**config.mk**
```make
export PLATFORM = sky130hd
export DESIGN_NAME = ccs_clock_select
export DESIGN_NICKNAME = d
export VERILOG_FILES = /design/src/ccs_pkg.sv /design/src/ccs_clock_select.sv /design/src/ccs_edge_sync.sv /design/src/ccs_watch_counter.sv
export VERILOG_INCLUDE_DIRS = /design/src
export SDC_FILE = /design/constraint.sdc
export NUM_CORES = 1
export LEC_CHECK = 0
export BUFFER_PORTS_ARGS = -buffer_cell sky130_fd_sc_hd__buf_2
export CAP_MARGIN = 20
export CORE_MARGIN = 2
export CORE_UTILIZATION = 35
export DETAILED_ROUTE_END_ITERATION = 10
export PLACE_DENSITY_LB_ADDON = 0.1
export SYNTH_ARGS = -nofsm -noshare
export SYNTH_HDL_FRONTEND = slang
export SYNTH_SLANG_ARGS = --single-unit
```
**constraint.sdc**
```tcl
create_clock -name clock_i -period 2 [get_ports clock_i]
set_input_delay 0.4 -clock clock_i [delete_from_list [all_inputs] [get_ports clock_i]]
set_output_delay 0.4 -clock clock_i [all_outputs]
set_load 0.02 [all_outputs]
```
**src/ccs_cfg.svh**
```systemverilog
// Constants for the core clock select and oscillator supervisor block
`ifndef CCS_CFG_SVH
`define CCS_CFG_SVH
`define CCS_STRAP_X4 3'h7
`define CCS_STRAP_X3 3'h6
`define CCS_STRAP_X2 3'h5
`define CCS_STRAP_X5 3'h4
`define CCS_STRAP_DIRECT 3'h3
`define CCS_STRAP_X1P5 3'h2
`define CCS_STRAP_PRESCALE 3'h1
`define CCS_STRAP_X2P5 3'h0
`define CCS_CFG_SUPV_DIS_BIT 4
`define CCS_WATCH_LIMIT 5'h10
`define CCS_FACTOR_RESET 4'h8
`endif

```
**src/ccs_pkg.sv**
```systemverilog
// Types shared by the core clock select files
package ccs_pkg;
	typedef enum logic [2:0] {
		CCS_MODE_PRESCALE = 3'b001,
		CCS_MODE_DIRECT = 3'b010,
		CCS_MODE_MULT = 3'b100
	} ccs_mode_e;
	typedef enum logic [1:0] {
		CCS_SRC_INPUT = 2'b01,
		CCS_SRC_FREERUN = 2'b10
	} ccs_src_e;
	// Factor held in halves, so 1.5 is 3
	typedef logic [3:0] ccs_half_factor_t;
	typedef struct packed {
		ccs_mode_e mode;
		ccs_half_factor_t half_factor;
	} ccs_sel_s;
endpackage : ccs_pkg

```
**src/ccs_clock_select.sv**
```systemverilog
// Core clock mode select and oscillator supervision
//***************************************************************
// Operation
//***************************************************************
// Operation
// The clock mode comes from three strap pins held by the outside during reset.
// Straps decode 111 x4, 110 x3, 101 x2, 100 x5, 011 x1, 010 x1.5, 001 x0.5, 000 x2.5.
// Strap 001 gives the core clock through a divide-by-two prescaler.
// Strap 011 turns the multiplier off and drives the core straight from the input clock.
// Every other strap enables the multiplier and uses its output as core clock.
// In multiplier mode the core is resynchronised to the input every factor-count of transitions.
// Supervision applies to direct drive with and without prescaler.
// Supervision is on after reset and bit 4 of the system config register turns it off.
// With supervision on the multiplier free-runs and a counter counts its cycles.
// Each input clock transition clears the supervision counter.
// A counter overflow after 16 free-running cycles means the input clock failed.
// On failure the core source switches to the free-running clock.
// On failure the clock-fail request flag is set together with the switch.
// The free-running source is kept until hardware reset even if the input returns.
// With supervision off the core uses the input clock and the multiplier is off.
// Input edges are synchronised before clearing, and failover is glitch-free.
// The decoded mode is latched at reset release and held until the next reset.
//***************************************************************
`timescale 1ns/1ps
`include "ccs_cfg.svh"
module ccs_clock_select (
	input wire logic clock_i,
	input wire logic rst_n_i,
	input wire logic [2:0] clock_mode_strap_pins_i,
	input wire logic crystal_input_pin_i,
	input wire logic [7:0] system_config_register_i,
	output ccs_pkg::ccs_sel_s sel_o,
	output logic multiplier_enable_o,
	output logic multiplier_freerun_o,
	output logic prescale_enable_o,
	output logic core_from_freerun_o,
	output logic resync_pulse_o,
	output logic clock_fail_irq_request_o
);
	//***************************************************************
	// Strap decode
	//***************************************************************
	function automatic ccs_pkg::ccs_sel_s decode_strap(input logic [2:0] s);
		ccs_pkg::ccs_sel_s r;
		r.mode = ccs_pkg::CCS_MODE_MULT;
		case (s)
			`CCS_STRAP_X4: r.half_factor = 4'h8;
			`CCS_STRAP_X3: r.half_factor = 4'h6;
			`CCS_STRAP_X2: r.half_factor = 4'h4;
			`CCS_STRAP_X5: r.half_factor = 4'ha;
			`CCS_STRAP_DIRECT: begin
				r.half_factor = 4'h2;
				r.mode = ccs_pkg::CCS_MODE_DIRECT;
			end
			`CCS_STRAP_X1P5: r.half_factor = 4'h3;
			`CCS_STRAP_PRESCALE: begin
				r.half_factor = 4'h1;
				r.mode = ccs_pkg::CCS_MODE_PRESCALE;
			end
			default: r.half_factor = 4'h5;
		endcase
		return r;
	endfunction : decode_strap

	// Mode latch: tracks the straps while in reset, freezes at release
	ccs_pkg::ccs_sel_s sel_reg, sel_next;
	always_comb begin
		sel_next = sel_reg;
		if (!rst_n_i) begin
			sel_next = decode_strap(clock_mode_strap_pins_i);
		end
	end
	// No reset value; strap capture during reset runs through the next path
	always_ff @(posedge clock_i) begin
		sel_reg <= sel_next;
	end

	//***************************************************************
	// Supervision
	//***************************************************************
	logic supv_on;
	logic direct_like;
	logic xtal_edge;
	logic overflow;
	logic failed_reg, failed_next;
	logic irq_reg, irq_next;
	logic [3:0] edge_cnt_reg, edge_cnt_next;
	logic resync_reg, resync_next;

	// Disable bit clear at reset by the register owner
	assign supv_on = !system_config_register_i[`CCS_CFG_SUPV_DIS_BIT];
	assign direct_like = (sel_reg.mode != ccs_pkg::CCS_MODE_MULT);

	ccs_edge_sync u_edge_sync (
		.clock_i(clock_i),
		.rst_n_i(rst_n_i),
		.level_i(crystal_input_pin_i),
		.edge_o(xtal_edge)
	);

	ccs_watch_counter u_watch (
		.clock_i(clock_i),
		.rst_n_i(rst_n_i),
		.run_i(supv_on && direct_like && !failed_reg),
		.clear_i(xtal_edge),
		.overflow_o(overflow)
	);

	// Failure is sticky; only reset clears source and request
	always_comb begin
		failed_next = failed_reg;
		irq_next = irq_reg;
		if (overflow && supv_on && direct_like) begin
			failed_next = 1'b1;
			irq_next = 1'b1;
		end
	end

	// Counts input transitions to mark each resync point of the multiplier
	always_comb begin
		edge_cnt_next = edge_cnt_reg;
		resync_next = 1'b0;
		if (sel_reg.mode == ccs_pkg::CCS_MODE_MULT && xtal_edge) begin
			// Transitions per resync equal the factor rounded up, i.e. one per two half steps
			if (edge_cnt_reg + 4'h1 >= (sel_reg.half_factor >> 1) + sel_reg.half_factor[0]) begin
				edge_cnt_next = 4'h0;
				resync_next = 1'b1;
			end else begin
				edge_cnt_next = edge_cnt_reg + 4'h1;
			end
		end
	end

	always_ff @(posedge clock_i) begin
		if (!rst_n_i) begin
			failed_reg <= 1'b0;
			irq_reg <= 1'b0;
			edge_cnt_reg <= 4'h0;
			resync_reg <= 1'b0;
		end else begin
			failed_reg <= failed_next;
			irq_reg <= irq_next;
			edge_cnt_reg <= edge_cnt_next;
			resync_reg <= resync_next;
		end
	end

	//***************************************************************
	// Outputs
	//***************************************************************
	// Source change is a registered level, so the mux sees no glitch
	assign sel_o = sel_reg;
	assign core_from_freerun_o = failed_reg;
	assign multiplier_enable_o = (sel_reg.mode == ccs_pkg::CCS_MODE_MULT);
	// Multiplier off when not multiplying, supervision is off and no failure is latched
	assign multiplier_freerun_o = direct_like && (supv_on || failed_reg);
	assign prescale_enable_o = (sel_reg.mode == ccs_pkg::CCS_MODE_PRESCALE);
	assign resync_pulse_o = resync_reg;
	assign clock_fail_irq_request_o = irq_reg;
endmodule : ccs_clock_select

```
**src/ccs_edge_sync.sv**
```systemverilog
// Synchroniser and edge detector for the sampled input clock level
`timescale 1ns/1ps
module ccs_edge_sync (
	input wire logic clock_i,
	input wire logic rst_n_i,
	input wire logic level_i,
	output logic edge_o
);
	logic meta_reg, meta_next;
	logic stable_reg, stable_next;
	logic last_reg, last_next;

	// Two-stage sync; the second stage and its delayed copy feed the edge compare
	always_comb begin
		meta_next = level_i;
		stable_next = meta_reg;
		last_next = stable_reg;
	end

	always_ff @(posedge clock_i) begin
		if (!rst_n_i) begin
			meta_reg <= 1'b0;
			stable_reg <= 1'b0;
			last_reg <= 1'b0;
		end else begin
			meta_reg <= meta_next;
			stable_reg <= stable_next;
			last_reg <= last_next;
		end
	end

	assign edge_o = stable_reg ^ last_reg;
endmodule : ccs_edge_sync

```
**src/ccs_watch_counter.sv**
```systemverilog
// Counter that measures free-running ticks between input clock edges
`timescale 1ns/1ps
`include "ccs_cfg.svh"
module ccs_watch_counter (
	input wire logic clock_i,
	input wire logic rst_n_i,
	input wire logic run_i,
	input wire logic clear_i,
	output logic overflow_o
);
	logic [4:0] count_reg, count_next;

	// Clear wins, counting stops at the limit
	always_comb begin
		count_next = count_reg;
		if (!run_i || clear_i) begin
			count_next = 5'h00;
		end else if (count_reg != `CCS_WATCH_LIMIT) begin
			count_next = count_reg + 5'h01;
		end
	end

	always_ff @(posedge clock_i) begin
		if (!rst_n_i) begin
			count_reg <= 5'h00;
		end else begin
			count_reg <= count_next;
		end
	end

	assign overflow_o = (count_reg == `CCS_WATCH_LIMIT);
endmodule : ccs_watch_counter

```
Word level (Yosys, flattened, before mapping)
Index checks and enable logic that the tools add are counted.
{"block": "classes", "add_sub_neg": 3, "n_mul": 0, "div_mod_pow": 0, "n_lt_le_gt_ge": 1, "eq_ne": 12, "n_shift": 0, "muxes": 4, "n_bitwise": 2, "n_reduce_logical": 13}
{"operator": "case mux 4 bit (7 select lines)", "n": 1}
{"operator": "== test 3 bit, second input constant", "n": 5}
{"operator": "== test 3 x 1 -> 1 bit, second input constant", "n": 2}
{"operator": "== test 3 x 2 -> 1 bit, second input constant", "n": 2}
{"operator": "logical AND 1 bit", "n": 6}
{"operator": "case mux 3 bit (2 select lines)", "n": 1}
{"operator": "adder 5 x 1 -> 5 bit, second input constant", "n": 1}
{"operator": "== test 5 bit, second input constant", "n": 1}
{"operator": "inequality test 5 bit, second input constant", "n": 1}
{"operator": "adder 3 x 1 -> 4 bit", "n": 1}
{"operator": "adder 4 x 1 -> 4 bit, second input constant", "n": 1}
{"operator": ">= comparator 4 bit", "n": 1}
{"operator": "2-to-1 mux 4 bit", "n": 1}
{"operator": "logical NOT 1 bit", "n": 3}
{"operator": "inequality test 3 bit, second input constant", "n": 1}
{"operator": "logical OR 1 bit", "n": 2}
{"operator": "AND reduction 2 bit", "n": 1}
{"operator": "OR reduction 2 bit", "n": 1}
{"operator": "2-to-1 mux 1 bit", "n": 1}
{"operator": "inverter 1 bit", "n": 1}
{"operator": "XOR 1 bit", "n": 1}
{"block": "totals", "register_bits": 21, "latchBits": 0, "ramBits": 0, "romBits": 0, "in_bits": 14, "out_inout_bits": 13, "elab_cells": 44, "memories": 0}

Depth between registers and ports, before layout
{"block": "depth", "word_depth": 6, "ltp_mapped": 8, "ltp_nobuf": 8}

Cells and area by module
A second synthesis with hierarchy kept.
{"block": "hier_totals", "hier_cells": 100, "area_unflattened_um2": 1067.3}
{"module": "ccs_clock_select", "n_inst": 1, "cells_each": 69, "area_each_um2": 742.0, "seq_area_each_um2": 330.3}
{"module": "ccs_watch_counter", "n_inst": 1, "cells_each": 24, "area_each_um2": 236.5, "seq_area_each_um2": 100.1}
{"module": "ccs_edge_sync", "n_inst": 1, "cells_each": 7, "area_each_um2": 88.8, "seq_area_each_um2": 60.1}

Least setup slack after synthesis
Ideal clock, no wire load.
{"block": "synth_timing", "kind": "reg-to-reg", "start": "register sel_reg, in the netlist sel_o[0]", "end": "register edge_cnt_reg[1]", "setup_ns": 0.071, "arrival_time_ns": 1.947, "required_ns": 1.929, "setup_slack_ns": -0.018, "path_stages_with_launch": 8, "n_path_buf": 0, "synth_period_minus_slack_ns": 2.018, "cell_sequence": "edfxtp_1 -> ha_1 -> ha_1 -> inv_1 -> ha_1 -> a2111oi_4 -> o211ai_1 -> a21oi_1"}
{"block": "synth_via", "elab_chain_cells": 3}
{"element": "start, declared", "line_no": "ccs_clock_select.sv:66", "rtl": "ccs_pkg::ccs_sel_s sel_reg, sel_next;"}
{"element": "start signal, assigned", "line_no": "ccs_clock_select.sv:75", "rtl": "sel_reg <= sel_next;"}
{"element": "adder 3 x 1 -> 4 bit", "line_no": "ccs_clock_select.sv:125", "rtl": "if (edge_cnt_reg + 4'h1 >= (sel_reg.half_factor >> 1) + sel_reg.half_factor[0]) begin"}
{"element": ">= comparator 4 bit", "line_no": "ccs_clock_select.sv:125"}
{"element": "2-to-1 mux 4 bit", "line_no": "ccs_clock_select.sv:125"}
{"element": "end signal, assigned", "line_no": "ccs_clock_select.sv:143", "rtl": "edge_cnt_reg <= edge_cnt_next;"}
{"element": "end, declared", "line_no": "ccs_clock_select.sv:87", "rtl": "logic [3:0] edge_cnt_reg, edge_cnt_next;"}
No other way between the ends.
A chain may end at the register's enable or synchronous reset.

Worst setup path after layout
{"block": "layout_timing", "start": "register sel_reg, in the netlist sel_o[0]", "end": "register edge_cnt_reg[2]"}
Same word-level chain as after synthesis.

==> impl_metrics.csv <==
group,metric,value,unit
outcome,run_status,"finished, final reports clean",
synth,yosys.cell_count.top_type,"sky130_fd_sc_hd__dfxtp_1",
synth,asyncSetResetFlopFracSynth,0,%
critical_path,crit_required,2.23,ns
global_routing,grt_first_pass_wirelength,3110,µm
sta,layout_worst_path_cycle_share,95.1,%
placed_design,detailed_place_hpwl,1380,µm
synth,syn_area,0.00105,mm²
global_routing,global_route.usage.met1,14.9,%
finish,largest_register_ff_count,7,
global_routing,number_of_global_route_vias_before_repair,724,
die,floorplan.initialDensity,37.6,%
sta,whs,0.305,ns
die,die_x,58.9,µm
synth,post_synth_edffs,7,
placed_design,port_buffers,19,
hold_path,worst_hold_path_type,"input port to register",
finish,syn2layout_area_growth,22.4,%
clock_tree,cts_sinks,21,
die,rows,19,
critical_path,critPathTopFamily,"compound AO/OA/AOI/OAI gates",
clock_tree,cts_max_level,1,
power,power.internal,620,µW
clock_tree,insertion_delay,0.29,ns
route,viasPerCell,4.86,
route,drt_iter0_drc,3,
critical_path,critical_path_depth,7,
finish,stdcell_count,159,
critical_path,cp.arrival,2.13,ns
critical_path,critical_path.cell_chain,"ha_4, ha_4, inv_2, ha_4, a2111oi_4, o22ai_1, a21oi_1",
placed_design,placedCellCount,152,
route,drt.antenna.violating_nets,0,
route,via_count,773,
clock_tree,tritoncts,"done",
synth,dominant_register_cell_in_the_synthesized_netlist,"sky130_fd_sc_hd__dfxtp_1",
finish,ff_latch_area,490,µm²
synth,postSynthNetCount,126,
synth,synth-warning-count,0,
finish,multiInputGateArea,584,µm²
synth,ys_ff_latch,21,
placed_design,post_dp_area,0.00120,mm²
hold_path,timing.hold.worst_path_depth,2,
finish,diodes,0,
power,power.sequential.fraction,56.8,%
critical_path,rr_worst_depth,7,
global_routing,met3_usage,2.64,%
synth,netlist_top_cells_area,"sky130_fd_sc_hd__dfxtp_1 (27%), sky130_fd_sc_hd__edfxtp_1 (20%), sky130_fd_sc_hd__ha_1 (11%)",
critical_path,cp_slowest_cell,"sky130_fd_sc_hd__edfxtp_1",
finish,finish.instance_area,0.00129,mm²
clock_tree,max-clock-path-buffers,2,
critical_path,timing_worst_setup_path_type,"register to register",
route,wire_per_inst,11.0,µm
critical_path,worst_setup_path_start_kind,"register",
synth,post_synth_most_frequent_cells,"sky130_fd_sc_hd__dfxtp_1 (14), sky130_fd_sc_hd__nor2_1 (11), sky130_fd_sc_hd__ha_1 (9)",
synth,synth_sequential_area_ratio,46.5,%
sta,timing.final.setup_violations,0,
route,drt_first_pass_iters,4,
critical_path,cp_slowest_stage_delay,0.45,ns
power,pwr_cell_area,647,mW/mm²
global_routing,grt_max_degree,12,
global_routing,gr-max-usage-layer,"met2",
finish,drive_gt1_share,28.9,%
power,power_switching_share,25.8,%
synth,synth_largest_area_cell,"sky130_fd_sc_hd__dfxtp_1",
finish,fin_nets,152,
die,die-height,58.9,µm
power,combinational_power_share,20.2,%
global_routing,grt_met2_use,19.5,%
synth,ys_types,28,
clock_tree,clock-root-buffer,"sky130_fd_sc_hd__clkbuf_4",
critical_path,critical_path.endpoint_type,"register",
sta,unrepaired_setup_endpoints_after_global_routing,"yes",
power,vdd_ir_drop_max,0.291,mV
clock_tree,cts_inserted_buffers,3,
critical_path,critical_path_buf_inv_count,1,
clock_tree,clk_transition_reported_paths,0.11,ns
sta,slew_headroom,58.7,%
global_routing,antenna_found_initial,0,
sta,timing.final.hold_violations,0,
job,max_cap_violations,0,
critical_path,path_max_fanout,5,
route,drc,0,
sta,timing.clock.skew,0.00236,ns
die,design.portCount,27,
placed_design,gp_congestion,0.716,
power,cellLeakagePower,0.000519,µW
finish,filler_cell_count,267,
sta,timing.final.crit_period,1.90,ns
die,placeableCoreArea,0.00281,mm²
sta,report.final.slew_viol_count,0,
power,power.total,836,µW
synth,syn-mean-instance-area,10.2,µm²
global_routing,grt_remaining_overflow,0,
sta,achievable-frequency,0.526,GHz
power,clkPwrFrac,23.0,%
synth,synth.top_cell.area_share,26.6,%
power,netSwitchingPower,216,µW
route,drt-total-wl,1740,µm
die,die-area,0.00347,mm²
synth,syn-instance-count,103,
critical_path,critical-path-top-cell-by-count,"sky130_fd_sc_hd__ha_4",
sta,timing_worst_slew_pin_value,0.615,ns
clock_tree,cts_hold_repair.buffers,0,
global_routing,overall_track_demand_over_capacity_in_global_routing,11.6,%
metrics by stage:
stage	utilization (%)	setup TNS [ns]	worst slack, ns
after floorplan	-	0	0.0245
after global placement	42.8	0	0.0369
after detailed placement	42.8	0	0.0342
after CTS	43.7	0	0.0108
after global routing	46.0	-0.00696	-0.00605
final	46.0	0	0.0989
cell type report:
class	count	area share, %
Multi-Input combinational cell	73	45.3
Tap cell	31	3.00
Clock buffer	4	2.03
Inverter	7	2.03
Sequential cell	21	38.0
Timing Repair Buffer	23	9.69
worst register-to-register path: cells and delay by family, from the launching register on:
family | cells | cell delay (ns)
AO/OA/AOI/OAI | 3 | 0.69
adder cells (fa/ha/maj) | 3 | 0.67
buffers and inverters | 1 | 0.04
flip-flops | 1 | 0.45
final timing paths:
check | slack [ns] | start | endpoint
max | 0.1 | sel_o[0] | edge_cnt_reg[2]
min | 0.30 | crystal_input_pin_i | u_edge_sync.meta_reg
max reg2reg | 0.1 | sel_o[0] | edge_cnt_reg[2]
min reg2reg | 0.45 | u_edge_sync.meta_reg | u_edge_sync.last_next
power groups by stage:
| stage | logic [µW] | registers (µW) | clock network [µW] |
|---|---|---|---|
| after floorplan | 88.1 | 496 | 0 |
| after global placement | 149 | 481 | 0 |
| after detailed placement | 150 | 482 | 0 |
| after CTS | 151 | 472 | 210 |
| after global routing | 189 | 477 | 233 |
| final | 169 | 475 | 193 |
cells by family (layout without fill, tap and decap cells):
logic type                 Yosys count  in the layout  share of synthesized area, %
xor gates and xnor gates            10             10                          8.30
muxes                                1              1                         0.949
and+or+nand+nor                     38             38                          20.2
adders and majority gates            9              9                          10.7
AOI/OAI and AO/OA                   15             15                          9.85
buffers and inverters                9             34                          3.56
DFF                                 21             21                          46.5
per-layer routing:
metal  vias to the layer above  wire [µm]  share of wire (%)
li1                        406          -                  -
met1                       354        832                 48
met2                         9        848                 49
met3                         4         42                2.4
met4                         0         19                1.1
met5                         -          0                  0
what timing repair did:
action,4_1_cts,5_1_grt
resized for setup,0,7
setup endpoints to repair,0,5
hold endpoints to repair,0,0
setup buffers,0,3
cell usage in the layout (no fill, tap or decap), types with 5 or more instances in the layout:
| master | netlist | routed |
|---|---|---|
| sky130_fd_sc_hd__a21oi_1 | 7 | 7 |
| sky130_fd_sc_hd__buf_2 | 0 | 19 |
| sky130_fd_sc_hd__dfxtp_1 | 14 | 14 |
| sky130_fd_sc_hd__edfxtp_1 | 7 | 7 |
| sky130_fd_sc_hd__ha_1 | 9 | 5 |
| sky130_fd_sc_hd__inv_1 | 7 | 6 |
| sky130_fd_sc_hd__nand2_1 | 5 | 5 |
| sky130_fd_sc_hd__nand3_1 | 5 | 5 |
| sky130_fd_sc_hd__nor2_1 | 11 | 11 |
| sky130_fd_sc_hd__xnor2_1 | 6 | 5 |
No activity file was read; power rests on OpenSTA's default activity.
